--- src/ebi_consts.svh ---
// offsets, field positions, reset values and vector addresses of the bus and interrupt pin logic
// assumes the includer wants plain `define macros, no processes
`ifndef EBI_CONSTS_SVH
`define EBI_CONSTS_SVH

`define EBI_REG_AW        8
`define EBI_DW            16
`define EBI_AW            23
`define EBI_LOW_AW        16
`define EBI_NIRQ          4
`define EBI_NSRC          5
// register offsets
`define EBI_OFF_BANK_SWITCH_CONTROL      8'h00
`define EBI_OFF_MASK      8'h04
`define EBI_OFF_CTRL      8'h08
`define EBI_OFF_PEND      8'h0c
`define EBI_OFF_STAT      8'h10
// field positions
`define EBI_BIT_KEEP      0
`define EBI_BIT_GDIS      0
`define EBI_NMI_IDX       3'h4
// reset values
`define EBI_RST_BANK_SWITCH_CONTROL      1'b0
`define EBI_RST_MASK      4'h0
`define EBI_RST_GDIS      1'b1
// vector locations, low sixteen address lines
`define EBI_VEC_BASE      16'hffc0
// pin synchroniser idle values: control and interrupt pins idle high, wide select and host address lines low
`define EBI_SYNC_RST      24'h7f0000

`endif

--- src/ebi_pkg.sv ---
// types shared by the bus and interrupt pin logic
// assumes nothing of its surroundings
package ebi_pkg;
    typedef enum logic [1:0] {
        EBI_IDLE = 2'b00,
        EBI_ACC  = 2'b01,
        EBI_VEC  = 2'b10,
        EBI_HOLD = 2'b11
    } ebi_state_e;

    typedef enum logic [1:0] {
        EBI_SP_PROG = 2'b00,
        EBI_SP_DATA = 2'b01,
        EBI_SP_IO   = 2'b10
    } ebi_space_e;
endpackage

--- src/ebi_sync.sv ---
// three-flop pin synchroniser with agreement filter, one per bit
// assumes pins asynchronous to sys_clk_i; ce_i freezes all state
`timescale 1ns/1ps
`default_nettype none
module ebi_sync
    import ebi_pkg::*;
#(
    parameter int          W       = 1,
    parameter logic [W-1:0] RST_VAL = '0
) (
    input  wire logic         sys_clk_i,
    input  wire logic         nrst_i,
    input  wire logic         ce_i,
    input  wire logic [W-1:0] pin_i,
    output logic      [W-1:0] sync_o
);
    genvar g;
    generate
        for (g = 0; g < W; g++) begin : g_bit
            logic s1_q, s2_q, s3_q, out_q;
            logic s1_d, s2_d, s3_d, out_d;
            // shift chain; output follows once stages two and three agree
            always_comb begin
                s1_d  = pin_i[g];
                s2_d  = s1_q;
                s3_d  = s2_q;
                out_d = (s2_q == s3_q) ? s3_q : out_q;
            end
            always_ff @(posedge sys_clk_i) begin
                if (!nrst_i) begin
                    s1_q  <= RST_VAL[g];
                    s2_q  <= RST_VAL[g];
                    s3_q  <= RST_VAL[g];
                    out_q <= RST_VAL[g];
                end else if (ce_i) begin
                    s1_q  <= s1_d;
                    s2_q  <= s2_d;
                    s3_q  <= s3_d;
                    out_q <= out_d;
                end
            end
            assign sync_o[g] = out_q;
        end
    endgenerate
endmodule // ebi_sync
`default_nettype wire

--- src/ebi_prio.sv ---
// priority pick among pending sources: nonmaskable first, then lowest input number
// assumes requests already masked by the caller
`timescale 1ns/1ps
`default_nettype none
`include "ebi_consts.svh"
module ebi_prio
    import ebi_pkg::*;
(
    input  wire logic                  sys_clk_i,
    input  wire logic                  nrst_i,
    input  wire logic [`EBI_NSRC-1:0]  req_i,
    output logic                       valid_o,
    output logic      [2:0]            num_o
);
    // scan downward so the lowest external input wins
    always_comb begin
        valid_o = |req_i;
        num_o   = 3'h0;
        for (int i = `EBI_NIRQ - 1; i >= 0; i--) begin
            if (req_i[i]) begin
                num_o = 3'(i);
            end
        end
        if (req_i[`EBI_NSRC-1]) begin
            num_o = `EBI_NMI_IDX;
        end
    end
endmodule // ebi_prio
`default_nettype wire

--- src/ebi_top.sv ---
// external parallel bus pins and external interrupt inputs of the core
// assumes one clock sys_clk_i at 125 MHz, synchronous active-low reset, core-side request port
//
// Added by the designer: the address map and the strobed register port.
`timescale 1ns/1ps
`default_nettype none
`include "ebi_consts.svh"
module ebi_top
    import ebi_pkg::*;
(
    input  wire logic                    sys_clk_i,
    input  wire logic                    nrst_i,
    input  wire logic                    ce_i,
    // register port
    input  wire logic [`EBI_REG_AW-1:0]  reg_addr_i,
    input  wire logic [`EBI_DW-1:0]      reg_wdata_i,
    input  wire logic                    reg_wr_i,
    input  wire logic                    reg_rd_i,
    output logic      [`EBI_DW-1:0]      reg_rdata_o,
    output logic                         irq_o,
    // core side
    input  wire logic                    acc_req_i,
    input  wire logic [1:0]              acc_space_i,
    input  wire logic                    acc_wr_i,
    input  wire logic [`EBI_AW-1:0]      acc_addr_i,
    input  wire logic [`EBI_DW-1:0]      acc_wdata_i,
    output logic                         acc_ready_o,
    output logic      [`EBI_DW-1:0]      acc_rdata_o,
    output logic                         acc_rvalid_o,
    output logic                         irq_take_o,
    output logic      [2:0]              irq_num_o,
    output logic      [`EBI_LOW_AW-1:0]  host_addr_o,
    // pins
    output logic      [`EBI_AW-1:0]      ext_addr_bus_o,
    output logic      [`EBI_AW-1:0]      ext_addr_bus_oe_o,
    input  wire logic [`EBI_LOW_AW-1:0]  ext_addr_bus_i,
    output logic      [`EBI_DW-1:0]      ext_data_bus_o,
    output logic                         ext_data_bus_oe_o,
    input  wire logic [`EBI_DW-1:0]      ext_data_bus_i,
    output logic      [`EBI_DW-1:0]      ext_data_keep_o,
    output logic                         ext_data_keep_en_o,
    input  wire logic                    host_port_wide_select_i,
    input  wire logic                    out_float_n_i,
    input  wire logic                    hold_req_n_i,
    output logic                         bus_grant_ack_o,
    output logic                         bus_grant_ack_oe_o,
    input  wire logic [`EBI_NIRQ-1:0]    ext_irq_lines_n_i,
    input  wire logic                    nmi_n_i,
    output logic                         irq_taken_strobe_n_o,
    output logic                         irq_taken_strobe_oe_o
);
    // synchronised pins
    logic [23:0]              sync_w;
    logic                     wide_s, float_n_s, hold_n_s, nmi_n_s;
    logic [`EBI_NIRQ-1:0]     irq_n_s;
    logic [`EBI_LOW_AW-1:0]   haddr_s;

    ebi_sync #(.W(24), .RST_VAL(`EBI_SYNC_RST)) u_sync (
        .sys_clk_i (sys_clk_i),
        .nrst_i    (nrst_i),
        .ce_i      (ce_i),
        .pin_i     ({host_port_wide_select_i, out_float_n_i, hold_req_n_i, nmi_n_i,
                     ext_irq_lines_n_i, ext_addr_bus_i}),
        .sync_o    (sync_w)
    );
    assign {wide_s, float_n_s, hold_n_s, nmi_n_s, irq_n_s, haddr_s} = sync_w;

    // state
    ebi_state_e               state_q, state_d;
    logic [1:0]               space_q, space_d;
    logic                     wr_q, wr_d;
    logic [`EBI_AW-1:0]       addr_q, addr_d;
    logic [`EBI_DW-1:0]       wdat_q, wdat_d;
    logic [`EBI_DW-1:0]       rdat_q, rdat_d;
    logic                     rval_q, rval_d;
    logic [`EBI_DW-1:0]       last_q, last_d;
    logic                     take_q, take_d;
    logic [2:0]               num_q, num_d;
    logic                     irq_taken_strobe_n_q, irq_taken_strobe_n_d;
    logic [`EBI_LOW_AW-1:0]   haddr_q, haddr_d;
    // registers and flags
    logic                     keep_q, keep_d;
    logic [`EBI_NIRQ-1:0]     mask_q, mask_d;
    logic                     gdis_q, gdis_d;
    logic [`EBI_NSRC-1:0]     pend_q, pend_d;
    logic [`EBI_NSRC-1:0]     lvl_q, lvl_d;
    logic [`EBI_DW-1:0]       rd_q, rd_d;

    logic [`EBI_NSRC-1:0]     fall_w, req_w;
    logic                     pick_v;
    logic [2:0]               pick_n;
    logic                     float_w, hold_want;

    // asserting edge of each synchronised interrupt level
    assign fall_w    = lvl_d & ~lvl_q;
    assign lvl_d     = {~nmi_n_s, ~irq_n_s};
    assign hold_want = ~hold_n_s;
    assign float_w   = (state_q == EBI_HOLD) | ~float_n_s;

    // masking: external inputs by mask and global disable, nonmaskable never
    assign req_w = {pend_q[`EBI_NSRC-1],
                    pend_q[`EBI_NIRQ-1:0] & mask_q & {`EBI_NIRQ{~gdis_q}}};

    ebi_prio u_prio (
        .sys_clk_i (sys_clk_i),
        .nrst_i    (nrst_i),
        .req_i     (req_w),
        .valid_o   (pick_v),
        .num_o     (pick_n)
    );

    assign acc_ready_o = ce_i & (state_q == EBI_IDLE) & ~hold_want & ~pick_v;

    // bus sequencing: hold first, then interrupt vector fetch, then core access
    always_comb begin
        state_d  = state_q;
        space_d  = space_q;
        wr_d     = wr_q;
        addr_d   = addr_q;
        wdat_d   = wdat_q;
        rdat_d   = rdat_q;
        rval_d   = 1'b0;
        last_d   = last_q;
        take_d   = 1'b0;
        num_d    = num_q;
        irq_taken_strobe_n_d = 1'b1;
        haddr_d  = wide_s ? haddr_s : haddr_q;
        case (state_q)
            EBI_IDLE: begin
                if (hold_want) begin
                    state_d = EBI_HOLD;
                end else if (pick_v) begin
                    state_d  = EBI_VEC;
                    space_d  = EBI_SP_PROG;
                    wr_d     = 1'b0;
                    addr_d   = {7'h0, `EBI_VEC_BASE | {11'h0, pick_n, 2'b00}};
                    num_d    = pick_n;
                    take_d   = 1'b1;
                    irq_taken_strobe_n_d = 1'b0;
                end else if (acc_req_i) begin
                    state_d = EBI_ACC;
                    space_d = acc_space_i;
                    wr_d    = acc_wr_i;
                    addr_d  = acc_addr_i;
                    wdat_d  = acc_wdata_i;
                end
            end
            EBI_ACC: begin
                state_d = EBI_IDLE;
                if (wr_q) begin
                    last_d = ext_data_bus_oe_o ? wdat_q : last_q;
                end else begin
                    rdat_d = ext_data_bus_i;
                    rval_d = 1'b1;
                    last_d = ext_data_bus_i;
                end
            end
            EBI_VEC: state_d = EBI_IDLE;
            EBI_HOLD: begin
                if (!hold_want) begin
                    state_d = EBI_IDLE;
                end
            end
            default: state_d = EBI_IDLE;
        endcase
    end

    always_ff @(posedge sys_clk_i) begin
        if (!nrst_i) begin
            state_q  <= EBI_IDLE;
            space_q  <= EBI_SP_PROG;
            wr_q     <= 1'b0;
            addr_q   <= '0;
            wdat_q   <= '0;
            rdat_q   <= '0;
            rval_q   <= 1'b0;
            last_q   <= '0;
            take_q   <= 1'b0;
            num_q    <= 3'h0;
            irq_taken_strobe_n_q <= 1'b1;
            haddr_q  <= '0;
        end else if (ce_i) begin
            state_q  <= state_d;
            space_q  <= space_d;
            wr_q     <= wr_d;
            addr_q   <= addr_d;
            wdat_q   <= wdat_d;
            rdat_q   <= rdat_d;
            rval_q   <= rval_d;
            last_q   <= last_d;
            take_q   <= take_d;
            num_q    <= num_d;
            irq_taken_strobe_n_q <= irq_taken_strobe_n_d;
            haddr_q  <= haddr_d;
        end
    end

    // register file: write-one-to-clear pending flags, set wins over clear
    always_comb begin
        keep_d = keep_q;
        mask_d = mask_q;
        gdis_d = gdis_q;
        pend_d = pend_q;
        rd_d   = '0;
        if (reg_wr_i) begin
            case (reg_addr_i)
                `EBI_OFF_BANK_SWITCH_CONTROL: keep_d = reg_wdata_i[`EBI_BIT_KEEP];
                `EBI_OFF_MASK: mask_d = reg_wdata_i[`EBI_NIRQ-1:0];
                `EBI_OFF_CTRL: gdis_d = reg_wdata_i[`EBI_BIT_GDIS];
                `EBI_OFF_PEND: pend_d = pend_q & ~reg_wdata_i[`EBI_NSRC-1:0];
                default: ;
            endcase
        end
        if (take_d) begin
            pend_d[pick_n] = 1'b0;
        end
        pend_d = pend_d | fall_w;
        if (reg_rd_i) begin
            case (reg_addr_i)
                `EBI_OFF_BANK_SWITCH_CONTROL: rd_d = {15'h0, keep_q};
                `EBI_OFF_MASK: rd_d = {12'h0, mask_q};
                `EBI_OFF_CTRL: rd_d = {15'h0, gdis_q};
                `EBI_OFF_PEND: rd_d = {11'h0, pend_q};
                `EBI_OFF_STAT: rd_d = {13'h0, wide_s, ~float_n_s, state_q == EBI_HOLD};
                default:       rd_d = '0;
            endcase
        end
    end

    always_ff @(posedge sys_clk_i) begin
        if (!nrst_i) begin
            keep_q <= `EBI_RST_BANK_SWITCH_CONTROL;
            mask_q <= `EBI_RST_MASK;
            gdis_q <= `EBI_RST_GDIS;
            pend_q <= '0;
            lvl_q  <= '0;
            rd_q   <= '0;
        end else if (ce_i) begin
            keep_q <= keep_d;
            mask_q <= mask_d;
            gdis_q <= gdis_d;
            pend_q <= pend_d;
            lvl_q  <= lvl_d;
            rd_q   <= rd_d;
        end
    end

    // outputs
    assign reg_rdata_o  = rd_q;
    assign irq_o        = |req_w;
    assign acc_rdata_o  = rdat_q;
    assign acc_rvalid_o = rval_q;
    assign irq_take_o   = take_q;
    assign irq_num_o    = num_q;
    assign host_addr_o  = haddr_q;

    // address pins: low lines on every access outside wide host select and float, upper lines only for program space
    assign ext_addr_bus_o = addr_q;
    assign ext_addr_bus_oe_o[`EBI_LOW_AW-1:0] =
        {`EBI_LOW_AW{(state_q == EBI_ACC || state_q == EBI_VEC) & ~float_w & ~wide_s}};
    assign ext_addr_bus_oe_o[`EBI_AW-1:`EBI_LOW_AW] =
        {7{(state_q == EBI_ACC) & (space_q == EBI_SP_PROG) & ~float_w}};

    // data pins: driven only while writing, with keepers filling undriven time
    assign ext_data_bus_o     = wdat_q;
    assign ext_data_bus_oe_o  = nrst_i & (state_q == EBI_ACC) & wr_q & ~float_w
                                & ~hold_want;
    assign ext_data_keep_o    = last_q;
    assign ext_data_keep_en_o = keep_q & ~ext_data_bus_oe_o;

    // grant and acknowledge pins float while the float pin is low
    assign bus_grant_ack_o       = (state_q == EBI_HOLD);
    assign bus_grant_ack_oe_o    = float_n_s;
    assign irq_taken_strobe_n_o  = irq_taken_strobe_n_q;
    assign irq_taken_strobe_oe_o = float_n_s;
endmodule // ebi_top
`default_nettype wire

--- config.mk ---
export PLATFORM = sky130hd
export DESIGN_NAME = ebi_top
export DESIGN_NICKNAME = d
export VERILOG_FILES = /design/src/ebi_pkg.sv /design/src/ebi_sync.sv /design/src/ebi_prio.sv /design/src/ebi_top.sv
export VERILOG_INCLUDE_DIRS = /design/src
export SDC_FILE = /design/constraint.sdc
export NUM_CORES = 1
export LEC_CHECK = 0
export BUFFER_PORTS_ARGS = -buffer_cell sky130_fd_sc_hd__buf_2
export CAP_MARGIN = 15
export CORE_ASPECT_RATIO = 1.75
export CORE_UTILIZATION = 53
export DETAILED_ROUTE_END_ITERATION = 8
export PLACE_DENSITY = 0.82
export SETUP_SLACK_MARGIN = 0.4
export SLEW_MARGIN = 20
export SYNTH_ARGS = -nofsm -noshare
export SYNTH_HDL_FRONTEND = slang
export SYNTH_HIERARCHICAL = 1
export SYNTH_SLANG_ARGS = --single-unit
--- constraint.sdc ---
create_clock -name sys_clk_i -period 2.9 [get_ports sys_clk_i]
set_clock_uncertainty 0.05 [all_clocks]
set_input_delay 0.145 -clock sys_clk_i [delete_from_list [all_inputs] [get_ports sys_clk_i]]
set_output_delay 0.145 -clock sys_clk_i [all_outputs]
set_load 0.02 [all_outputs]
Yosys cells after proc, flatten, opt, wreduce, memory -nomap -nowiden
Index checks and enable logic that the tools add are counted.

Bits of input ports: 112. Output and inout port bits: 139. Word-level logic and storage cells: 256. Register bits: 226.

Reduce and logical (&&, ||, !) cells: 42. Bitwise gates (word level): 31. $lt $le $gt $ge: 2. Mux-type cells: 33. Equality and inequality tests: 34.

Operator list (count): $reduce_and A2 Y1 (25); $mux W23 (2); $mux W16 (2); $pmux W5 S5 (1); $eq A1 B1 Y1 (24); $mux W2 (10); $mux W5 (4); $reduce_and A3 Y1 (6); $eq A8 B4 Y1 const B (2); $and A5 B5 Y5 (3); $not A5 Y5 (3); $and A1 B1 Y1 (12); $mux W1 (11); $and A4 B4 Y4 (2); $eq A8 B3 Y1 const B (1); $eq A8 B5 Y1 const B (1); $logic_not A8 Y1 (1); $not A1 Y1 (8); $reduce_and A4 Y1 (2); $pmux W2 S3 (1); $or A5 B5 Y5 (1); $reduce_and A5 Y1 (1); $reduce_or A5 Y1 (1); $eq A2 B2 Y1 const B (2); other kinds (15) (16).

Depth between registers and ports, before layout
Gate-level depths: netlist of the first run.

Depth in word-level cells: 15. Gate-level depth with buffers: 11. Gate-level depth less buffers: 8.

Hierarchy
Netlist of the first run, hierarchy kept.

Modules (own cells, without submodules): ebi_top (cells an instance 583, seq. area each 2382.3 um2, area an instance 5386.4 um2, times used 1); ebi_sync (cells an instance 386, seq. area each 1921.8 um2, area an instance 3941.3 um2, times used 1); ebi_prio (cells an instance 7, seq. area each 0.0 um2, area an instance 48.8 um2, times used 1).

Worst setup path after synthesis of the first run
OpenSTA, ideal clock, no wires.

Kind: register to output. Start point: register state_q[0]. End point: output port ext_addr_bus_oe_o[10]. Path buffers: 1. Setup slack: -0.198 ns. Data required time: 2.705 ns. Stages on the path, launching flop included: 4. Arrival time: 2.903 ns. Cells stage by stage: dfxtp_1 > ha_1 > nor4b_1 > buf_4.

Longest elaborated chain between the ends: 5. Elaborated cells on any way between the ends: 8. Classes of those cells: eq/ne (3); bitwise (4); reduce/logical (1).

Ends and longest elaborated chain: start, declared (line ebi_top.sv:69) `ebi_state_e state_q, state_d;`; start signal, assigned (line ebi_top.sv:183) `state_q <= state_d;`; $eq A2 B2 Y1; named net bus_grant_ack_o (line ebi_top.sv:45) `output logic bus_grant_ack_o,`; $or A1 B1 Y1 (line ebi_top.sv:98) `assign float_w = (state_q == EBI_HOLD) | ~float_n_s;`; $not A1 Y1 (line ebi_top.sv:260) `` {`EBI_LOW_AW{(state_q == EBI_ACC || state_q == EBI_VEC) & ~float_w & ~wide_s}}; ``; $and A1 B1 Y1 (2 in a row) (line ebi_top.sv:260); end, declared (line ebi_top.sv:35) `` output logic [`EBI_AW-1:0] ext_addr_bus_oe_o, ``.

The timed path passes the listed nets, and every way through them passes these cells.

Worst setup path in the final report of the first run
Start point: register gdis_q. End point: register addr_q[6] (netlist: ext_addr_bus_o[6]).

Longest elaborated chain between the ends: 5. Elaborated cells on any way between the ends: 6. Classes of those cells: mux (1); bitwise (2); reduce/logical (3).

Ends and longest elaborated chain: start, declared (line ebi_top.sv:84) `logic gdis_q, gdis_d;`; start signal, assigned (line ebi_top.sv:234) `` gdis_q <= `EBI_RST_GDIS; ``; start signal, assigned (line ebi_top.sv:241) `gdis_q <= gdis_d;`; $not A1 Y1 * (line ebi_top.sv:102) `` pend_q[`EBI_NIRQ-1:0] & mask_q & {`EBI_NIRQ{~gdis_q}}}; ``; $and A4 B4 Y4 * (line ebi_top.sv:102); named net req_w[2] (line ebi_top.sv:89) `` logic [`EBI_NSRC-1:0] fall_w, req_w; ``; $reduce_or A5 Y1 * (line ebi_prio.sv:17) `valid_o = |req_i;`; named net pick_v (line ebi_top.sv:90) `logic pick_v;`; $reduce_bool A2 Y1 (no source line); $reduce_and A4 Y1 (no source line); end signal, assigned (line ebi_top.sv:186) `addr_q <= addr_d;`; end, declared (line ebi_top.sv:72) `` logic [`EBI_AW-1:0] addr_q, addr_d; ``.

The timed path passes the listed nets; every way through them passes the cells marked *. A chain may end at the register's enable or synchronous reset.

==> qor.yml, run 1 <==
status: "complete, no violations"
wire_per_inst_um: 16.4
cts_num_sinks: 215
power.combinational.fraction_pct: 11.8
drive_gt1_share_pct: 24.9
synth_edf_count: 0
drcViolationCount: 0
maxSlewHeadroom_pct: 43.7
drt_iter0_drc: 330
overflow: 0
cp_cell_sequence: "and3b_1 > nor2_1 > nand3b_1 > and4b_1 > nand2_2 > o221a_2"
io-pin-count: 251
synth.avg_cell_area_um2: 9.61
antenna_violations_before_repair: 0
yosys_register_bits: 215
endpoint_kind: "flip-flop"
clk_pwr_share_pct: 41.4
period_share_pct: 78.9
crit_path_max_incr_delay_ns: 0.45
power_density_nw_per_um2: 566
filler_cell_count: 1325
wirelength_um: 24100
finish.net_count: 1339
synthArstFlopShare_pct: 0
critical_path.startpoint_type: "flip-flop"
dominantRegCellSynth: "sky130_fd_sc_hd__dfxtp_1"
grt_pass1_wl_um: 36600
routabilityCongestion: 0.935
clkSlewWorstSetupHoldPaths_ns: 0.07
worst_skew_pair.late_latency_ns: 0.49
timing_hold_violations_final: 0
finalSetupTns_ns: 0
clk_path_buf_depth: 3
die-height_um: 178
dr.pass1.iters: 5
achievable-frequency_ghz: 0.437
core.rowCount: 64
power.total_mw: 6.68
timing.critical_path.slowest_stage_cell: "sky130_fd_sc_hd__dfxtp_1"
finalWorstPathRequiredPeriod_ns: 2.29
dp_hpwl_um: 14600
portBuffers: 228
sw_frac_of_total_pct: 24.1
initial_core_util_pct: 54.0
detail_route.vias_per_cell: 5.37
total_leakage_power_nw: 5.35
tritoncts: "done"
number_of_global_route_vias_before_repair: 7564
design.core.area_um2: 17400
worst-endpoint-required_ns: 3.23
grt_max_degree: 105
netlist_top_cells_area: "sky130_fd_sc_hd__dfxtp_1 46%, sky130_fd_sc_hd__mux2i_1 11%, sky130_fd_sc_hd__nand2_1 7.0%, sky130_fd_sc_hd__buf_4 5.2%, sky130_fd_sc_hd__nor2b_1 5.1%"
synth.most_common_cell: "sky130_fd_sc_hd__dfxtp_1"
track_usage_pct: 25.5
int_pwr_mw: 5.07
actual_slew_at_the_worst_max_slew_pin_ns: 0.845
die-area_um2: 18200
p_switching_mw: 1.61
cell_count_after_synthesis: 976
netlist-cell-type-count: 55
arrival_time_of_data_at_the_critical_path_endpoint_ns: 2.62
timing_max_transition_violations_final: 0
yosys_warnings: 6
via_count: 7874
worstHoldPathType: "input pin to flip-flop"
synthTopCellsByCount: "215 x sky130_fd_sc_hd__dfxtp_1, 175 x sky130_fd_sc_hd__nand2_1, 101 x sky130_fd_sc_hd__mux2i_1, 76 x sky130_fd_sc_hd__nor2b_1, 65 x sky130_fd_sc_hd__buf_4"
yosys.area.top_type: "sky130_fd_sc_hd__dfxtp_1"
clock_tree.htree_level_count: 1
seq_power_share_pct: 46.7
die_w_um: 103
hold-worst-slack_ns: 0.0321
area_delta_synth_final_pct: 25.9
max-vdd-ir-drop_v: 0.000592
synth.cell_area_um2: 9380
setup_viol: 0
yosysTopAreaCellShare_pct: 45.9
rsz0062_at_grt: "false"
diodes: 0
synth_sequential_area_ratio_pct: 45.9
numCtsBuffers: 20
max-cap-violations: 0
antenna_left: 0
crit_fanout: 26
crit_type: "flip-flop to flip-flop"
clock-root-buffer: "sky130_fd_sc_hd__clkbuf_16"
fin_util_pct: 67.9
## routing by layer
layer / GRT usage, % / vias up / part of all wire [%]
li1: - / 3782 / -
met1: 25.6 / 3677 / 36
met2: 45.4 / 315 / 51
met3: 5.79 / 100 / 6.7
met4: 17.6 / 0 / 6.2
met5: 0 / - / 0
## flip-flops by register name, indices dropped and copies added, names as in the netlist, 2 cells and up
name	count
ext_data_keep_o	16
host_addr_o	16
irq_num_o	3
u_sync/g_bit.out_q	24
u_sync/g_bit.s1_q	24
space_q	2
u_sync/g_bit.s3_q	24
pend_q	5
state_q	2
ext_data_bus_o	16
lvl_q	5
reg_rdata_o	5
mask_q	4
u_sync/g_bit.s2_q	24
acc_rdata_o	16
ext_addr_bus_o	23
## through the flow
step           std cells  instance area, um2  setup WS, ns
5_1_grt             1467               11800         0.501
3_3_place_gp        1334               10100         0.659
4_1_cts             1467               11800         0.551
2_1_floorplan        986                9420         0.626
6_report            1467               11800         0.612
3_5_place_dp        1334               10100         0.573
## worst paths after layout
path,depth (start not counted),to,from,slack (ns)
max reg2reg,6,ext_addr_bus_o[6],gdis_q,0.61
min reg2reg,2,u_sync/g_bit[0].out_q,u_sync/g_bit[0].s3_q,0.40
min,3,pend_q[2],reg_wr_i,0.03
max,6,ext_addr_bus_o[6],gdis_q,0.61
## power by group through the flow
stage | clock network, mW | logic [mW] | registers, mW
3_3_place_gp | 0 | 0.658 | 3.18
5_1_grt | 2.95 | 0.851 | 3.13
3_5_place_dp | 0 | 0.672 | 3.18
4_1_cts | 2.82 | 0.776 | 3.12
2_1_floorplan | 0 | 0.447 | 3.24
6_report | 2.77 | 0.792 | 3.12
## placed cells by master (no fill, tap or decap), drive strengths merged, types with 6 or more instances in the layout
cell type,instances
buf,238
dfxtp,215
nand2,176
mux2i,101
dlygate4sd3,98
nor2b,76
a21boi,57
o21ai,40
a21oi,33
clkbuf,30
o211a,25
o211ai,17
nand2b,16
a22oi,16
conb,11
o221a,10
nor2,10
inv,7
nand4,6
and2,6
## worst max-delay path: cells and delay by family, from the launching register on
| kind | cells | cell delay, ns |
|---|---|---|
| simple gates | 5 | 1.23 |
| flops | 1 | 0.45 |
| compound gates | 1 | 0.44 |
## final cells by class
| type | count | area, um2 | share of cell area (%) |
|---|---|---|---|
| clock buffers | 30 | 619 | 5.25 |
| inverters | 6 | 22.5 | 0.191 |
| clock inverters | 5 | 83.8 | 0.710 |
| multi-input cells | 644 | 4260 | 36.1 |
| flip-flops and latches | 215 | 4300 | 36.5 |
| repair buffers | 336 | 2220 | 18.8 |
| well taps | 231 | 289 | 2.45 |
## kinds of logic (layout without fill, tap and decap cells)
kind of cell             after synthesis  count (layout)  synth area share [%]
multiplexers                         106             106                  11.4
adder cells (fa/ha/maj)                4               4                 0.534
buffers and inverters                127             377                  9.15
AND/OR/NAND/NOR                      316             316                  16.7
flip-flops                           215             215                  45.9
other                                  1              11                0.0400
AO/OA/AOI/OAI                        207             207                  16.3
## what timing repair did
action,in CTS,in global routing
hold endpoints to repair,134,0
resized for setup,0,2
setup buffers,0,0
endpoints found under the setup margin,0,3
hold buffers,98,0
Note: power is estimated with default switching activity, not from simulation.
==> run 2, diff against run 1 <==
clock period = 2.17 ns   (was 2.9 ns; I/O delays follow)
==> qor.yml, run 2 (synthesis gave the netlist of run 1 again) <==
status: "complete, no violations"
io-pin-count: 251
clk_path_buf_depth: 3
die_w_um: 103
rsz0062_at_grt: "true"
timing_hold_violations_final: 0
design_area_um2: 12800
routabilityCongestion: 0.929
timing_max_transition_violations_final: 0
detailedPlace.worstSlack_ns: 0.185
die-height_um: 178
finalWorstPathRequiredPeriod_ns: 2.11
dp_hpwl_um: 14700
most_frequent_standard_cell_in_the_layout_excluding_fill_and_tap_cells: "sky130_fd_sc_hd__dfxtp_1"
antenna_violations_before_repair: 0
maxSlewHeadroom_pct: 49.5
worst-endpoint-required_ns: 2.54
clock-root-buffer: "sky130_fd_sc_hd__clkbuf_16"
wirelength_um: 29200
grt_pass1_wl_um: 42000
worst-r2r-setup-slack_ns: 0.06
overflow: 0
achievable-frequency_ghz: 0.473
arrival_time_of_data_at_the_critical_path_endpoint_ns: 2.49
finish.net_count: 1385
hold-worst-slack_ns: 0.0167
period_share_pct: 97.4
dpl-instance-area_um2: 10300
dr.pass1.iters: 5
post_layout_nonfiller_instances: 1514
clock_tree.htree_level_count: 1
detail_route.vias_per_cell: 5.63
drt_iter0_drc: 459
numPlacedInstances: 1342
crit_type: "flip-flop to flip-flop"
track_usage_pct: 29.4
power_density_nw_per_um2: 760
tritoncts: "done"
grt_max_degree: 86
max-vdd-ir-drop_v: 0.000705
via_count: 8528
critical_path.startpoint_type: "flip-flop"
drcViolationCount: 0
drive_gt1_share_pct: 31.3
wire_per_inst_um: 19.3
worstHoldPathType: "input pin to flip-flop"
endpoint_kind: "flip-flop"
diodes: 0
numCtsBuffers: 20
layout_common_cells: "206 x sky130_fd_sc_hd__dfxtp_1, 200 x sky130_fd_sc_hd__buf_2, 166 x sky130_fd_sc_hd__nand2_1, 101 x sky130_fd_sc_hd__mux2i_1, 96 x sky130_fd_sc_hd__dlygate4sd3_1"
core.rowCount: 64
actual_slew_at_the_worst_max_slew_pin_ns: 0.757
portBuffers: 228
max-cap-violations: 0
crit_fanout: 7
total_leakage_power_nw: 5.71
area_delta_synth_final_pct: 36.7
design.core.area_um2: 17400
finalSetupTns_ns: 0
cts_num_sinks: 215
clkSlewWorstSetupHoldPaths_ns: 0.07
initial_core_util_pct: 54.0
number_of_global_route_vias_before_repair: 8554
antenna_left: 0
setup_viol: 0
final_critical_path_setup_slack_ns: 0.0557
worst_skew_pair.late_latency_ns: 0.49
die-area_um2: 18200
-- run 2: changes by cell type in the layout (fill, tap and decap cells not counted), moves of 9 or more --
cell,change
sky130_fd_sc_hd__buf_6,+36
sky130_fd_sc_hd__buf_4,+31
sky130_fd_sc_hd__buf_2,-26
sky130_fd_sc_hd__o221a_2,-10
sky130_fd_sc_hd__o221a_4,+10
sky130_fd_sc_hd__dfxtp_1,-9
sky130_fd_sc_hd__nand2_1,-9
-- run 2: final timing paths --
path	start	endpoint	cells after the start
setup / recovery	gdis_q	ext_data_bus_o[0]	9
setup reg to reg	gdis_q	ext_data_bus_o[0]	9
hold / removal	reg_addr_i[7]	gdis_q	5
hold reg to reg	u_sync/g_bit[13].s3_q	u_sync/g_bit[13].out_q	2
-- run 2: through the flow --
stage                     utilization, %  power [mW]
final                               73.7        9.74
after global routing                73.7        10.0
after CTS                           72.5        9.65
after detailed placement            59.1        5.18
after global placement              59.1        5.15
after floorplan                        -        4.95
-- run 2: what timing repair did --
action / in CTS / in global routing
endpoints found under the hold margin: 117 / 0
cloned: 6 / 1
endpoints found under the setup margin: 92 / 100
hold buffers: 97 / 0
buffers inserted: 18 / 15
resized for setup: 113 / 30
pin swaps: 23 / 20
-- run 2: final cells by class --
class                           instances  area [um2]
Sequential cell                       215        4330
Tap cell                              231         289
Fill cell                            1089        4560
Timing Repair Buffer                  377        2750
Clock inverter                         11         233
Inverter                                6        31.3
Multi-Input combinational cell        649        4620
Clock buffer                           25         571
-- run 2: critical path, cell delays in order (launching register included) --
cell,delay (ns)
sky130_fd_sc_hd__dfxtp_4,0.36
sky130_fd_sc_hd__and3b_2,0.23
sky130_fd_sc_hd__nor2_4,0.10
sky130_fd_sc_hd__nand3b_1,0.14
sky130_fd_sc_hd__and4b_2,0.43
sky130_fd_sc_hd__buf_6,0.13
sky130_fd_sc_hd__buf_6,0.10
sky130_fd_sc_hd__and2_4,0.23
sky130_fd_sc_hd__nand2_1,0.11
sky130_fd_sc_hd__a21boi_1,0.15
-- run 2: power breakdown --
part,switching [mW],internal [mW]
combinational,0.686,0.605
clock,1.56,2.70
sequential,0.103,4.08
-- run 2: routing by layer --
layer  part of all wire (%)  GRT usage, %  up-vias
met5                      0             0        -
met4                    6.6          22.6        0
met1                     35          29.8     4086
li1                       -             -     3887
met3                    7.1          6.42      138
met2                     52          51.0      417
